### src/inc/hie_params.svh
`ifndef HIE_PARAMS_SVH
`define HIE_PARAMS_SVH

// register indices inside one port; byte address is four times the index
`define HIE_LINK_EN_OFS   9'h150
`define HIE_SEQ_EN_OFS    9'h151
`define HIE_FRAME_EN_OFS  9'h153
`define HIE_CHAN_EN_OFS   9'h154
`define HIE_CTRL_EN_OFS   9'h155

// port bases as register indices
`define HIE_PORT0_BASE    10'h000
`define HIE_PORT1_BASE    10'h200

// own interrupt registers, as register indices
`define HIE_IRQ_STAT_IDX  10'h3F0
`define HIE_IRQ_MASK_IDX  10'h3F1

// implemented enable bits per register
`define HIE_LINK_EN_MASK  8'h1F
`define HIE_SEQ_EN_MASK   8'h0F
`define HIE_FRAME_EN_MASK 8'h07
`define HIE_CHAN_EN_MASK  8'h1F
`define HIE_CTRL_EN_MASK  8'hF3

// reset values
`define HIE_EN_RESET      8'h00
`define HIE_IRQ_RESET     10'h000

// summary bit positions of the top interrupt status
`define HIE_SUM_LINK      0
`define HIE_SUM_SEQ       1
`define HIE_SUM_FRAME     2
`define HIE_SUM_CHAN      3
`define HIE_SUM_CTRL      4

`endif

### src/inc/hie_pkg.sv
package hie_pkg;

  typedef logic [7:0] hie_byte_t;
  typedef logic [4:0] hie_sum_t;
  typedef logic [9:0] hie_irq_t;

  typedef enum logic [1:0] {
    HIE_IDLE = 2'b01,
    HIE_RESP = 2'b10
  } hie_bus_state_t;

endpackage : hie_pkg

### src/hw/hie_port.sv
`timescale 1ns/10ps
`include "hie_params.svh"

module hie_port (
  // clock and reset
  input  wire logic             clk_in,
  input  wire logic             reset_in,
  // register access
  input  wire logic             wr_in,
  input  wire logic [8:0]       ofs_in,
  input  wire logic [7:0]       wdata_in,
  output logic      [7:0]       rdata_out,
  // status factors
  input  wire logic [4:0]       link_stat_in,
  input  wire logic [3:0]       seq_stat_in,
  input  wire logic [2:0]       frame_stat_in,
  input  wire logic [4:0]       chan_stat_in,
  input  wire logic [7:0]       ctrl_stat_in,
  // enables and summary
  output logic      [7:0]       link_en_out,
  output logic      [7:0]       seq_en_out,
  output logic      [7:0]       frame_en_out,
  output logic      [7:0]       chan_en_out,
  output hie_pkg::hie_sum_t     summary_out
);
  import hie_pkg::*;

  function automatic logic [2:0] reg_index(input logic [8:0] ofs);
    case (ofs)
      `HIE_LINK_EN_OFS:  reg_index = 3'd0;
      `HIE_SEQ_EN_OFS:   reg_index = 3'd1;
      `HIE_FRAME_EN_OFS: reg_index = 3'd2;
      `HIE_CHAN_EN_OFS:  reg_index = 3'd3;
      `HIE_CTRL_EN_OFS:  reg_index = 3'd4;
      default:           reg_index = 3'd7;
    endcase
  endfunction : reg_index

  function automatic logic [7:0] mask_of(input logic [2:0] idx);
    case (idx)
      3'd0:    mask_of = `HIE_LINK_EN_MASK;
      3'd1:    mask_of = `HIE_SEQ_EN_MASK;
      3'd2:    mask_of = `HIE_FRAME_EN_MASK;
      3'd3:    mask_of = `HIE_CHAN_EN_MASK;
      3'd4:    mask_of = `HIE_CTRL_EN_MASK;
      default: mask_of = 8'h00;
    endcase
  endfunction : mask_of

  hie_byte_t  en_reg [0:4];
  hie_sum_t   summary_reg;
  hie_sum_t   summary_next;
  logic [2:0] idx;
  logic       idx_ok;

  assign idx    = reg_index(ofs_in);
  assign idx_ok = (idx != 3'd7);
  assign rdata_out = idx_ok ? (en_reg[idx] & mask_of(idx)) : 8'h00;

  assign summary_next[`HIE_SUM_LINK]  = |(link_stat_in & en_reg[0][4:0]);
  assign summary_next[`HIE_SUM_SEQ]   = |(seq_stat_in & en_reg[1][3:0]);
  assign summary_next[`HIE_SUM_FRAME] = |(frame_stat_in & en_reg[2][2:0]);
  assign summary_next[`HIE_SUM_CHAN]  = |(chan_stat_in & en_reg[3][4:0]);
  assign summary_next[`HIE_SUM_CTRL]  = |(ctrl_stat_in & en_reg[4]);

  always_ff @(posedge clk_in) begin
    if (reset_in) begin
      for (int i = 0; i < 5; i++) begin
        en_reg[i] <= `HIE_EN_RESET;
      end
      summary_reg <= 5'h0;
    end else begin
      if (wr_in && idx_ok) begin
        en_reg[idx] <= wdata_in & mask_of(idx);
      end
      summary_reg <= summary_next;
    end
  end

  assign link_en_out  = en_reg[0];
  assign seq_en_out   = en_reg[1];
  assign frame_en_out = en_reg[2];
  assign chan_en_out  = en_reg[3];
  assign summary_out  = summary_reg;

endmodule : hie_port

### src/hw/hie_top.sv
// What this block does
// - two identical enable sets, port 0 at base 000h, port 1 at 200h.
// - link summary set only when an enabled link event factor is set.
// - link enables: connect 4, disconnect 3, wakeup 2, chirp good 1, bad 0.
// - sequence enables: disabled 3, resume 2, suspend 1, reset 0 gate summary.
// - frame summary set only when an enabled frame factor is set.
// - frame enables: port error 2, frame number wrap 1, frame start 0.
// - channel summary set only when an enabled channel factor is set.
// - channel enables bits 0 to 4 for channels a to e.
// - control summary set only when an enabled control factor is set.
// - control enables at bits 7,6,5,4,1,0.
//
// Design decision made here: the Wishbone interface to the registers.
`timescale 1ns/10ps
`include "hie_params.svh"

module hie_top (
  // clock and reset
  input  wire logic              CLK_SYS_IN,
  input  wire logic              RESET_IN,
  // wishbone slave
  input  wire logic              WB_CYC_IN,
  input  wire logic              WB_STB_IN,
  input  wire logic              WB_WE_IN,
  input  wire logic [11:0]       WB_ADR_IN,
  input  wire logic [3:0]        WB_SEL_IN,
  input  wire logic [31:0]       WB_DAT_IN,
  output logic      [31:0]       WB_DAT_OUT,
  output logic                   WB_ACK_OUT,
  // port 0 status factors
  input  wire logic [4:0]        P0_LINK_EVENT_STATUS_IN,
  input  wire logic [3:0]        P0_SEQUENCE_DONE_STATUS_IN,
  input  wire logic [2:0]        P0_FRAME_EVENT_STATUS_IN,
  input  wire logic [4:0]        P0_CHANNEL_SUMMARY_STATUS_IN,
  input  wire logic [7:0]        P0_CONTROL_CHANNEL_STATUS_IN,
  // port 1 status factors
  input  wire logic [4:0]        P1_LINK_EVENT_STATUS_IN,
  input  wire logic [3:0]        P1_SEQUENCE_DONE_STATUS_IN,
  input  wire logic [2:0]        P1_FRAME_EVENT_STATUS_IN,
  input  wire logic [4:0]        P1_CHANNEL_SUMMARY_STATUS_IN,
  input  wire logic [7:0]        P1_CONTROL_CHANNEL_STATUS_IN,
  // summaries and interrupt
  output hie_pkg::hie_sum_t      P0_TOP_INTERRUPT_STATUS_OUT,
  output hie_pkg::hie_sum_t      P1_TOP_INTERRUPT_STATUS_OUT,
  output logic                   IRQ_OUT
);
  import hie_pkg::*;

  hie_bus_state_t state_reg;
  hie_bus_state_t state_next;
  logic           ack_reg;
  logic [31:0]    dat_reg;
  hie_irq_t       irq_stat_reg;
  hie_irq_t       irq_stat_next;
  hie_irq_t       irq_mask_reg;
  hie_irq_t       irq_mask_next;
  logic           irq_reg;

  // decode
  logic [9:0]  adr_idx;
  logic [8:0]  ofs;
  logic        req;
  logic        wr_req;
  logic        port1_hit;
  logic        stat_hit;
  logic        mask_hit;
  logic        wr_p0;
  logic        wr_p1;
  logic        wr_lo;
  logic        wr_hi;
  logic [7:0]  p0_rd;
  logic [7:0]  p1_rd;
  logic [31:0] rd_data;
  hie_irq_t    irq_set;
  hie_irq_t    irq_clr;
  hie_irq_t    wr_word;

  // port enables, seen by checks
  logic [7:0]  p0_link_en;
  logic [7:0]  p0_seq_en;
  logic [7:0]  p0_frame_en;
  logic [7:0]  p0_chan_en;
  logic [7:0]  p1_link_en;
  logic [7:0]  p1_seq_en;
  logic [7:0]  p1_frame_en;
  logic [7:0]  p1_chan_en;
  hie_sum_t    p0_sum;
  hie_sum_t    p1_sum;

  assign adr_idx = WB_ADR_IN[11:2];
  assign ofs     = adr_idx[8:0];
  // one answer per request; the response cycle between keeps a held strobe from retriggering
  assign req     = WB_CYC_IN && WB_STB_IN && (state_reg == HIE_IDLE);
  assign wr_req  = req && WB_WE_IN;
  assign port1_hit = ((adr_idx & `HIE_PORT1_BASE) != `HIE_PORT0_BASE);
  assign stat_hit  = (adr_idx == `HIE_IRQ_STAT_IDX);
  assign mask_hit  = (adr_idx == `HIE_IRQ_MASK_IDX);
  assign wr_lo     = wr_req && WB_SEL_IN[0];
  assign wr_hi     = wr_req && WB_SEL_IN[1];
  assign wr_p0     = wr_lo && !port1_hit;
  assign wr_p1     = wr_lo && port1_hit && !stat_hit && !mask_hit;

  assign rd_data = stat_hit  ? {22'h0, irq_stat_reg} :
                   mask_hit  ? {22'h0, irq_mask_reg} :
                   port1_hit ? {24'h0, p1_rd} :
                               {24'h0, p0_rd};

  // a response cycle always returns to idle, so a held strobe is not taken twice
  always_comb begin
    case (state_reg)
      HIE_IDLE: state_next = req ? HIE_RESP : HIE_IDLE;
      HIE_RESP: state_next = HIE_IDLE;
      default:  state_next = HIE_IDLE;
    endcase
  end

  // sticky events; set wins over a clear in the same cycle
  assign wr_word = {wr_hi ? WB_DAT_IN[9:8] : 2'b00, wr_lo ? WB_DAT_IN[7:0] : 8'h00};
  assign irq_set = {p1_sum, p0_sum};
  assign irq_clr = stat_hit ? wr_word : 10'h000;
  assign irq_stat_next = (irq_stat_reg & ~irq_clr) | irq_set;
  assign irq_mask_next = {
    (mask_hit && wr_hi) ? WB_DAT_IN[9:8] : irq_mask_reg[9:8],
    (mask_hit && wr_lo) ? WB_DAT_IN[7:0] : irq_mask_reg[7:0]
  };

  hie_port u_port0 (
    .clk_in        (CLK_SYS_IN),
    .reset_in      (RESET_IN),
    .wr_in         (wr_p0),
    .ofs_in        (ofs),
    .wdata_in      (WB_DAT_IN[7:0]),
    .rdata_out     (p0_rd),
    .link_stat_in  (P0_LINK_EVENT_STATUS_IN),
    .seq_stat_in   (P0_SEQUENCE_DONE_STATUS_IN),
    .frame_stat_in (P0_FRAME_EVENT_STATUS_IN),
    .chan_stat_in  (P0_CHANNEL_SUMMARY_STATUS_IN),
    .ctrl_stat_in  (P0_CONTROL_CHANNEL_STATUS_IN),
    .link_en_out   (p0_link_en),
    .seq_en_out    (p0_seq_en),
    .frame_en_out  (p0_frame_en),
    .chan_en_out   (p0_chan_en),
    .summary_out   (p0_sum)
  );

  hie_port u_port1 (
    .clk_in        (CLK_SYS_IN),
    .reset_in      (RESET_IN),
    .wr_in         (wr_p1),
    .ofs_in        (ofs),
    .wdata_in      (WB_DAT_IN[7:0]),
    .rdata_out     (p1_rd),
    .link_stat_in  (P1_LINK_EVENT_STATUS_IN),
    .seq_stat_in   (P1_SEQUENCE_DONE_STATUS_IN),
    .frame_stat_in (P1_FRAME_EVENT_STATUS_IN),
    .chan_stat_in  (P1_CHANNEL_SUMMARY_STATUS_IN),
    .ctrl_stat_in  (P1_CONTROL_CHANNEL_STATUS_IN),
    .link_en_out   (p1_link_en),
    .seq_en_out    (p1_seq_en),
    .frame_en_out  (p1_frame_en),
    .chan_en_out   (p1_chan_en),
    .summary_out   (p1_sum)
  );

  always_ff @(posedge CLK_SYS_IN) begin
    if (RESET_IN) begin
      state_reg <= HIE_IDLE;
      ack_reg   <= 1'b0;
      dat_reg   <= 32'h0000_0000;
    end else begin
      state_reg <= state_next;
      ack_reg   <= req;
      dat_reg   <= req ? rd_data : 32'h0000_0000;
    end
  end

  always_ff @(posedge CLK_SYS_IN) begin
    if (RESET_IN) begin
      irq_stat_reg <= `HIE_IRQ_RESET;
      irq_mask_reg <= `HIE_IRQ_RESET;
      irq_reg      <= 1'b0;
    end else begin
      irq_stat_reg <= irq_stat_next;
      irq_mask_reg <= irq_mask_next;
      // one cycle behind the status, so the pin stays glitch free
      irq_reg      <= |(irq_stat_reg & irq_mask_reg);
    end
  end

  assign WB_ACK_OUT = ack_reg;
  assign WB_DAT_OUT = dat_reg;
  assign IRQ_OUT    = irq_reg;
  assign P0_TOP_INTERRUPT_STATUS_OUT = p0_sum;
  assign P1_TOP_INTERRUPT_STATUS_OUT = p1_sum;
endmodule : hie_top

### config.mk
export PLATFORM = sky130hd
export DESIGN_NAME = hie_top
export DESIGN_NICKNAME = d
export VERILOG_FILES = /design/src/inc/hie_pkg.sv /design/src/hw/hie_port.sv /design/src/hw/hie_top.sv
export VERILOG_INCLUDE_DIRS = /design/src /design/src/inc
export SDC_FILE = /design/constraint.sdc
export NUM_CORES = 1
export LEC_CHECK = 0
export BUFFER_PORTS_ARGS = -buffer_cell sky130_fd_sc_hd__buf_4
export CAP_MARGIN = 20
export CORE_ASPECT_RATIO = 0.6
export CORE_MARGIN = 2
export CORE_UTILIZATION = 52
export DETAILED_ROUTE_END_ITERATION = 10
export PLACE_DENSITY = 0.75
export SYNTH_ARGS = -nofsm -noshare
export SYNTH_HDL_FRONTEND = slang
export SYNTH_HIERARCHICAL = 1
export SYNTH_SLANG_ARGS = --single-unit
### constraint.sdc
create_clock -name CLK_SYS_IN -period 2.9 [get_ports CLK_SYS_IN]
set_input_delay 0.29 -clock CLK_SYS_IN [delete_from_list [all_inputs] [get_ports CLK_SYS_IN]]
set_output_delay 0.29 -clock CLK_SYS_IN [all_outputs]
set_load 0.01 [all_outputs]
; ---- Yosys cells after proc, flatten, opt, wreduce, memory -nomap -nowiden
; Memory sizes are Yosys's and may differ from the RTL's.
; Index checks and enable logic that the tools add are counted.
; Widths: inputs -> output; s select.
[op_classes]
eq_ne = 13
n_mux = 29
n_bitwise = 20
n_reduce_logical = 34
[ops]
columns = operator, n
row1 = $mux 8, 10
row2 = $and 8x8->8, 6
row3 = $eq 9x9->1 const B, 5
row4 = $pmux 8 s4, 1
row5 = $reduce_or 8->1, 4
row6 = $mux 10, 3
row7 = $and 10x10->10, 2
row8 = $and 5x5->5, 4
row9 = $eq 10x10->1 const B, 2
row10 = $reduce_or 5->1, 4
row11 = $pmux 3 s5, 1
row12 = $logic_and 1x1->1, 13
row13 = $reduce_or 4->1, 3
row14 = $mux 1, 10
row15 = $not 10->10, 1
row16 = $or 10x10->10, 1
row17 = $reduce_or 10->1, 1
row18 = $and 4x4->4, 2
row19 = $and 3x3->3, 2
row20 = $eq 3x2->1 const B, 2
row21 = $mux 3, 2
row22 = $reduce_or 2->1, 3
row23 = $reduce_or 3->1, 2
row24 = $mux 2, 2
row25 = other kinds (7), 10
[totals]
register_bits = 66
ram_bits = 80
input_bits = 103
out_inout_bits = 44
elab_cells = 108
mem_count = 2
[mem_list]
columns = memory, depth, word_bits, rd, rd_clocked_by_memory_dff, wr, line_no
row1 = u_port0.en_reg, 5, 8, 6, 0, 5, hie_port.sv:50  ; hie_byte_t en_reg [0:4];
row2 = u_port1.en_reg, 5, 8, 6, 0, 5, hie_port.sv:50

; ---- Logic depth before layout (Yosys ltp)
; Gate-level depths: netlist (run 1).
[logic_depth]
ltp_word = 13
depth_mapped = 9
depth_no_buf = 6

; ---- Modules after synthesis
; Netlist (run 1), hierarchy kept.
[modules_own_cells]
columns = mod, instances, cells_per_inst, area_per_inst_um2, seq_area_each_um2
row1 = hie_port, 2, 155, 2015.7, 1301.2
row2 = hie_top, 1, 185, 1786.7, 680.7

; ---- Worst setup path after synthesis (run 1)
; No wires, ideal clock.
[synth_path]
path_kind = in2reg
from = input port WB_ADR_IN[11]
to = memory u_port1/en_reg[1][0] (netlist bit), enable pin
setup_time_ns = 0.329
arrival_ns = 1.766
required_ns = 2.571
slack_ns = 0.805
path_stages = 8
cell_sequence = buf_4 -> nand3_1 -> nor4_4 -> buf_4 -> buf_6 -> nor3b_1 -> nor2b_1 -> a41o_1
[synth_lines]
columns = item, line_no
row1 = from (decl), hie_top.sv:25  ; input wire logic [11:0] WB_ADR_IN,
row2 = to (decl), hie_port.sv:50

==> results of run 1 <==
worst paths after layout:
check | from | end | cells past startpoint
worst min register to register | u_port0/summary_out[3] | irq_stat_reg[3] | 2
worst min-delay path | WB_DAT_IN[8] | irq_stat_reg[8] | 2
worst max register to register | state_reg[1] | u_port1/en_reg[1][1] | 6
worst max-delay path | state_reg[1] | u_port1/en_reg[1][1] | 6
where the power goes:
part	leakage (nW)	total (mW)	internal, mW	switching [mW]
Clock	0.155	1.23	0.699	0.531
Combinational	1.36	0.332	0.147	0.185
Sequential	0.879	1.48	1.45	0.0337
layout make-up:
cell class | instances | area (sq um) | share of cell area, %
sequential | 94 | 2380 | 40.4
timing repair buffer | 101 | 758 | 12.9
clock inverter | 5 | 45.0 | 0.764
inverter | 16 | 60.1 | 1.02
multi-input combinational | 329 | 2210 | 37.5
clock buffer | 11 | 275 | 4.67
tap | 130 | 163 | 2.76
critical path: stages, from the launching register on:
cell     delay, ns
dfxtp_1       0.29
and4b_1       0.33
nand3_1       0.25
nor3b_1       0.47
and2b_1       0.34
nand3_1       0.34
nor3_1        0.30
stage by stage:
step           std cells  hold WS, ns  power [mW]  worst slack, ns
3_5_place_dp         670        0.474        1.83            0.484
6_report             686        0.125        3.04            0.406
5_1_grt              686        0.123        3.15            0.236
3_3_place_gp         670        0.473        1.83            0.578
2_1_floorplan        488        0.390        1.69            0.905
4_1_cts              686        0.114        3.05            0.521
layer usage:
metal / vias up / routed length, um / GRT usage, %
li1: 1859 / - / -
met1: 1900 / 6240 / 38.3
met2: 179 / 5520 / 37.0
met3: 14 / 1230 / 7.95
met4: 0 / 152 / 8.28
met5: - / 0 / 0
cells in the final DEF, fill, tap and decap left out, types with 15 or more instances in the layout:
cell and count:
nand2_1 39, a211oi_1 16, nand2b_1 22, nor3_1 18, buf_4 101, conb_1 26
mux2i_1 24, nor2b_1 17, a22oi_1 17, nor2_1 31, edfxtp_1 50, inv_1 15
dfxtp_1 44
==> results.json, run 1 <==
{
  "outcome": "completed",
  "drc": 0,
  "clock_latency_ns": 0.35,
  "fillers": 802,
  "postCtsSetupRepairBufs": 0,
  "final_hold_viol_count": 0,
  "rrSetupSlack_ns": 0.41,
  "final_nets": 654,
  "cts_hold_buf": 0,
  "grtUsageTotal_pct": 26.2,
  "yosysWarnings": 6,
  "clkTransAtPathRegs_ns": 0.07,
  "wl_per_cell_um": 19.2,
  "clockBufferDepth": 2,
  "drt-total-wl_um": 13100,
  "p_per_area_mw_per_mm2": 516,
  "die_area_sq_mm": 0.0103,
  "cts.htree.levels": 3,
  "postLayoutCellArea_sq_mm": 0.00590,
  "cts_tree": "done",
  "die_w_um": 130,
  "routed_via_density": 5.76,
  "syn_area_sq_mm": 0.00492,
  "first_global_vias": 3757,
  "clkSinkCount": 94,
  "synthCells": 465,
  "syn_avg_cell_area_sq_um": 10.6,
  "grt_max_degree": 56,
  "portBuffers": 98,
  "cts_root_buffer": "clkbuf_16",
  "initial_utilization_pct": 53.5,
  "finalClockSkew_ns": 0.00539,
  "slew_viol_final": 0,
  "grt_pass1_wl_um": 19700,
  "drt_iter0_markers": 400,
  "gp_congestion": 0.933,
  "antenna_found_initial": 0,
  "relSlewSlack_pct": 64.1,
  "tns_ns": 0,
  "core_sq_mm": 0.00919,
  "dpl.hpwl_um": 9770,
  "start_kind": "flop",
  "fmaxAchievable_ghz": 0.401,
  "num_vias": 3952,
  "drive_above_1_share_pct": 25.7,
  "timing.final.crit_share_pct": 86.0,
  "num_rows": 27,
  "end_kind": "flop",
  "rsz0062_at_grt": "false",
  "ant_nets": 0,
  "grt_overflow": 0,
  "die_h_um": 79.3,
  "final_util_pct": 64.2,
  "path_max_fanout": 7,
  "num_antenna_cells": 0,
  "hold_class": "input port to flop",
  "max_cap_violations": 0,
  "io_pins": 147,
  "area_delta_synth_final_pct": 19.9,
  "tightestPinTransition_ns": 0.538,
  "criticalPathCategory": "flop to flop",
  "dpl-instance-area_sq_mm": 0.00558,
  "layout_min_cycle_time_ns": 2.49,
  "worst-endpoint-required_ns": 3.08,
  "dr.pass1.iters": 5,
  "cts_buffers": 9,
  "cp.arrival_ns": 2.67,
  "finalSetupViolations": 0,
  "power_leakage_nw": 2.40,
  "ir_drop_v": 0.000334,
  "cts-resized-gates": 0
}
Note: power is estimated with default switching activity, not from simulation.
==> run 2, diff against run 1 <==
--- a/config.mk
+++ b/config.mk
@@ -9,11 +9,10 @@
 export BUFFER_PORTS_ARGS = -buffer_cell sky130_fd_sc_hd__buf_4
 export CAP_MARGIN = 20
 export CORE_ASPECT_RATIO = 0.6
-export CORE_MARGIN = 2
-export CORE_UTILIZATION = 52
+export CORE_MARGIN = 5
+export CORE_UTILIZATION = 50
 export DETAILED_ROUTE_END_ITERATION = 10
 export PLACE_DENSITY = 0.75
 export SYNTH_ARGS = -nofsm -noshare
 export SYNTH_HDL_FRONTEND = slang
-export SYNTH_HIERARCHICAL = 1
 export SYNTH_SLANG_ARGS = --single-unit
==> results.json, run 2 <==
{
  "drive_above_1_share_pct": 23.1,
  "largest_reg_flops": 31,
  "final_hold_viol_count": 0,
  "grt_overflow": 0,
  "yosysWarnings": 0,
  "ys_ff_latch": 104,
  "relSlewSlack_pct": 40.9,
  "finalClockSkew_ns": 0.00612,
  "die_area_sq_mm": 0.0118,
  "gp_congestion": 0.929,
  "synthCells": 466,
  "power_leakage_nw": 2.38,
  "syn_area_sq_mm": 0.00485,
  "final_nets": 673,
  "fmaxAchievable_ghz": 0.431,
  "synth_top_area_share_pct": 37.2,
  "pwr-share-seq_pct": 54.1,
  "layout_common_cells": "106 x buf_4, 70 x nor2_1, 60 x edfxtp_1, 44 x dfxtp_1, 37 x nand2_1",
  "drt_iter0_markers": 565,
  "dr.pass1.iters": 6,
  "clock_latency_ns": 0.35,
  "power.share.switching_pct": 23.6,
  "postCtsSetupRepairBufs": 0,
  "clkPwrFrac_pct": 36.2,
  "cts_root_buffer": "clkbuf_16",
  "p_sw_uw": 720,
  "synth_cell_type_count": 58,
  "synth_top_flop_cell": "edfxtp_1",
  "r2r_end": "u_port1.en_reg[0][4]",
  "start_kind": "flop",
  "core_sq_mm": 0.00932,
  "grt_max_degree": 46,
  "first_global_vias": 3769,
  "yosysMostFrequentCell": "nor2_1",
  "cts_buffers": 9,
  "drt-total-wl_um": 14200,
  "synth_area_leaders": "edfxtp_1 37%, dfxtp_1 18%, nor2_1 5.4%, mux2i_1 4.1%, buf_4 3.9%",
  "timing.final.crit_share_pct": 80.0,
  "clockBufferDepth": 2,
  "final_common_cell": "buf_4",
  "hold_start": "WB_DAT_IN[8]",
  "yosys.area.top_type": "edfxtp_1",
  "die_h_um": 86.3,
  "tns_ns": 0,
  "max_cap_violations": 0,
  "ir_drop_v": 0.000381,
  "cts_tree": "done",
  "holdPathStages": 3,
  "total_power_mw": 3.06,
  "seq_area_frac_synth_pct": 55.4,
  "clkSinkCount": 104,
  "hold_end": "irq_mask_reg[8]",
  "cts.htree.levels": 3,
  "clkTransAtPathRegs_ns": 0.06,
  "wl_per_cell_um": 20.2,
  "dpl.hpwl_um": 10900,
  "ant_nets": 0,
  "area_delta_synth_final_pct": 21.6,
  "num_antenna_cells": 0,
  "pwr-share-comb_pct": 9.6,
  "cts_hold_buf": 0,
  "syn_avg_cell_area_sq_um": 10.4,
  "worst-endpoint-required_ns": 2.94,
  "path_max_fanout": 7,
  "io_pins": 147,
  "end_kind": "flop",
  "die_w_um": 137,
  "grtUsageTotal_pct": 24.4,
  "internal-power_mw": 2.34,
  "timing.rr.start": "state_reg[1]",
  "p_per_area_mw_per_mm2": 518,
  "routed_via_density": 5.81,
  "tightestPinTransition_ns": 0.883,
  "synth_common_cells": "70 x nor2_1, 60 x edfxtp_1, 44 x dfxtp_1, 37 x nand2_1, 29 x a21oi_1",
  "synth_edf_count": 60,
  "fillers": 806,
  "cp.arrival_ns": 2.36,
  "async_flop_share_pct": 0,
  "outcome": "completed",
  "rsz0062_at_grt": "false",
  "slew_viol_final": 0,
  "layout_min_cycle_time_ns": 2.32,
  "hold_class": "input port to flop",
  "grt_pass1_wl_um": 21300,
  "initial_utilization_pct": 52.0,
  "rrSetupSlack_ns": 0.58,
  "num_rows": 27,
  "finalSetupViolations": 0,
  "drc": 0,
  "criticalPathCategory": "flop to flop",
  "reg2reg_depth": 6,
  "antenna_found_initial": 0,
  "num_vias": 4098,
  "portBuffers": 98,
  "cts-resized-gates": 0
}
[run 2: cell families after synthesis]
family / Yosys count / share of synthesized area (%)
compound gates: 96 / 14.1
simple gates: 177 / 17.4
xor+xnor: 1 / 0.181
buf+inv: 61 / 7.38
other cells: 1 / 0.0774
flops: 104 / 55.4
mux: 26 / 5.53
[run 2: critical path: stages (launching register included)]
cell and delay [ns]:
dfxtp_1 0.30, and4b_1 0.29, nand3_1 0.25, nor2_1 0.27, and3_1 0.40, nand3_1 0.24, nand2b_1 0.27
[run 2: metrics by stage]
step	hold slack, ns	area, sq um	utilization [%]	cells	setup WS, ns
after floorplan	0.429	4980	-	501	0.981
after global placement	0.457	5630	60.3	689	0.637
after global routing	0.207	5890	63.2	705	0.494
after detailed placement	0.474	5630	60.3	689	0.577
after CTS	0.188	5890	63.2	705	0.653
final	0.190	5890	63.2	705	0.579
[run 2: cell type report]
type	count	area, sq um	area share [%]
multi-input combinational	336	1940	32.9
inverter	13	48.8	0.828
sequential	104	2680	45.5
clock inverter	4	30.0	0.510
tap	130	163	2.76
clock buffer	12	236	4.01
timing repair buffer	106	796	13.5
[run 2: worst max-delay path by stage]
stage	startpoint	end	slack, ns	cells past startpoint
after floorplan	WB_ADR_IN[5]	u_port1.en_reg[1][0]	0.98	7
after global placement	WB_CYC_IN	u_port1.en_reg[0][4]	0.64	7
after detailed placement	WB_ADR_IN[5]	u_port1.en_reg[1][2]	0.58	5
after CTS	state_reg[1]	u_port1.en_reg[0][4]	0.65	6
after global routing	state_reg[1]	u_port1.en_reg[0][3]	0.49	6
final	state_reg[1]	u_port1.en_reg[0][4]	0.58	6
[run 2: power groups by stage]
stage	sequential, mW	combinational, mW	clock, mW
floorplan	1.67	0.160	0
global placement	1.68	0.282	0
detailed placement	1.69	0.285	0
CTS	1.65	0.287	1.12
global route	1.66	0.316	1.19
finish	1.65	0.294	1.11
[run 2: layer usage]
metal	track usage (%)	vias up	share of wire, %
met5	0	-	0
li1	-	1864	-
met4	5.89	0	1.5
met2	33.0	309	40
met3	8.64	21	16
met1	37.0	1904	42
==> run 3, diff against run 2 <==
==> constraint.sdc (replaced) <==
create_clock -name CLK_SYS_IN -period 2.2 [get_ports CLK_SYS_IN]
set_input_delay 0.22 -clock CLK_SYS_IN [delete_from_list [all_inputs] [get_ports CLK_SYS_IN]]
set_output_delay 0.22 -clock CLK_SYS_IN [all_outputs]
set_load 0.01 [all_outputs]
==> results.json, run 3 (same netlist as run 2, synthesis figures left out) <==
{
  "path_max_fanout": 5,
  "crit_start": "state_reg[1]",
  "worst-path-stages": 6,
  "grt_overflow": 0,
  "clkPwrFrac_pct": 39.0,
  "dpl-instance-area_sq_mm": 0.00573,
  "dr.pass1.iters": 8,
  "hold_start": "P0_FRAME_EVENT_STATUS_IN[2]",
  "num_vias": 4214,
  "cts_buffers": 9,
  "largest_reg_flops": 31,
  "power.share.switching_pct": 23.2,
  "drive_above_1_share_pct": 25.8,
  "drt-total-wl_um": 14800,
  "power_leakage_nw": 2.48,
  "timing.rr.start": "state_reg[1]",
  "reg2reg_depth": 6,
  "grt_max_degree": 22,
  "dpl.hpwl_um": 11400,
  "timing.final.crit_share_pct": 91.4,
  "drt_iter0_markers": 502,
  "layout_common_cells": "120 x buf_4, 70 x nor2_1, 60 x edfxtp_1, 44 x dfxtp_1, 37 x nand2_1",
  "relSlewSlack_pct": 58.2,
  "crit_slowest_cell": "dfxtp_1",
  "area_delta_synth_final_pct": 24.8,
  "pwr-share-comb_pct": 9.4,
  "io_pins": 147,
  "rrSetupSlack_ns": 0.19,
  "instances_no_fill": 719,
  "clkSinkCount": 104,
  "cp_num_buf_inv": 0,
  "finalClockSkew_ns": 0.00525,
  "outcome": "completed",
  "die_w_um": 137,
  "wl_per_cell_um": 20.6,
  "hold_class": "input port to flop",
  "fmaxAchievable_ghz": 0.497,
  "internal-power_mw": 3.24,
  "ir_drop_v": 0.000389,
  "cts_tree": "done",
  "dr.max_layer_used": "met4",
  "slew_viol_final": 0,
  "final_hold_viol_count": 0,
  "worst-endpoint-required_ns": 2.26,
  "initial_utilization_pct": 52.0,
  "cts.htree.levels": 3,
  "total_power_mw": 4.22,
  "multiInputGateArea_sq_mm": 0.00194,
  "max_stage_delay_ns": 0.30,
  "postLayoutCellArea_sq_mm": 0.00605,
  "cp.arrival_ns": 2.07,
  "max_cap_violations": 0,
  "place_inst": 703,
  "gp_congestion": 0.926,
  "core_sq_mm": 0.00932,
  "num_rows": 27,
  "rsz0062_at_grt": "false",
  "criticalPathCategory": "flop to flop",
  "clock_latency_ns": 0.35,
  "wl_met3_um": 2340,
  "finalSetupViolations": 0,
  "portBuffers": 98,
  "p_sw_uw": 981,
  "tightestPinTransition_ns": 0.624,
  "grtUsageTotal_pct": 25.4,
  "end_kind": "flop",
  "pwr-share-seq_pct": 51.6,
  "crit_end": "u_port0.en_reg[2][0]",
  "num_antenna_cells": 0,
  "route.met2.wl_um": 5990,
  "die_h_um": 86.3,
  "tns_ns": 0,
  "final_common_cell": "buf_4",
  "clockBufferDepth": 2,
  "ant_nets": 0,
  "routed_via_density": 5.86,
  "cts_root_buffer": "clkbuf_16",
  "fillers": 766,
  "die_area_sq_mm": 0.0118,
  "clkTransAtPathRegs_ns": 0.07,
  "grt_pass1_wl_um": 22600,
  "regArea_sq_mm": 0.00268,
  "crit_chain": "and4b_1, nand3_1, nor2_1, nand2_1, nor3_2, or2_2",
  "layout_min_cycle_time_ns": 2.01,
  "antenna_found_initial": 0,
  "final_nets": 687,
  "first_global_vias": 4033,
  "start_kind": "flop",
  "drc": 0,
  "p_per_area_mw_per_mm2": 698,
  "crit_family": "simple AND/OR/NAND/NOR gates",
  "drt-met1-wl_um": 6280,
  "r2r_end": "u_port0.en_reg[2][0]"
}
[run 3: per-stage QoR]
stage | hold WS, ns | utilization [%] | setup slack, ns
floorplan | 0.359 | - | 0.337
global placement | 0.457 | 61.5 | 0.188
detailed placement | 0.467 | 61.5 | 0.116
CTS | 0.110 | 64.8 | 0.112
global route | 0.152 | 64.9 | 0.0737
finish | 0.110 | 64.9 | 0.190
[run 3: power groups by stage]
stage	Clock, mW	Combinational [mW]	Sequential [mW]
after detailed placement	0	0.384	2.22
after CTS	1.65	0.386	2.18
after global routing	1.75	0.425	2.18
after floorplan	0	0.211	2.21
after global placement	0	0.378	2.22
final	1.65	0.397	2.18
[run 3: per-layer routing]
layer	track usage (%)	up-vias
met5	0	-
met3	9.34	28
met2	34.8	327
li1	-	1885
met1	38.7	1974
met4	4.62	0
[run 3: timing repair]
action                                  CTS  global route
gates resized for setup                   0             3
setup buffers                             0             0
hold buffers                              0             0
endpoints found under the setup margin    0            23
[run 3: worst reg2reg max path: cells and delay by family, from the launching register on]
family / cells / cell delay [ns]
AND/OR/NAND/NOR: 6 / 1.43
flip-flops: 1 / 0.30
[run 3: worst min path at each step]
stage / endpoint / slack [ns] / cells after the start
detailed placement: irq_stat_reg[8] / 0.47 / 2
global route: u_port0.summary_out[2] / 0.15 / 3
CTS: u_port0.summary_out[2] / 0.11 / 3
floorplan: irq_mask_reg[5] / 0.36 / 2
finish: u_port0.summary_out[2] / 0.11 / 3
global placement: irq_stat_reg[9] / 0.46 / 2
[run 3: area by class of cell]
cell class	count	share of cell area [%]
clock buffer	13	4.82
clock inverter	3	0.310
inverter	13	0.807
multi-input combinational	336	32.1
sequential	104	44.3
tap	130	2.69
timing repair buffer	120	14.9
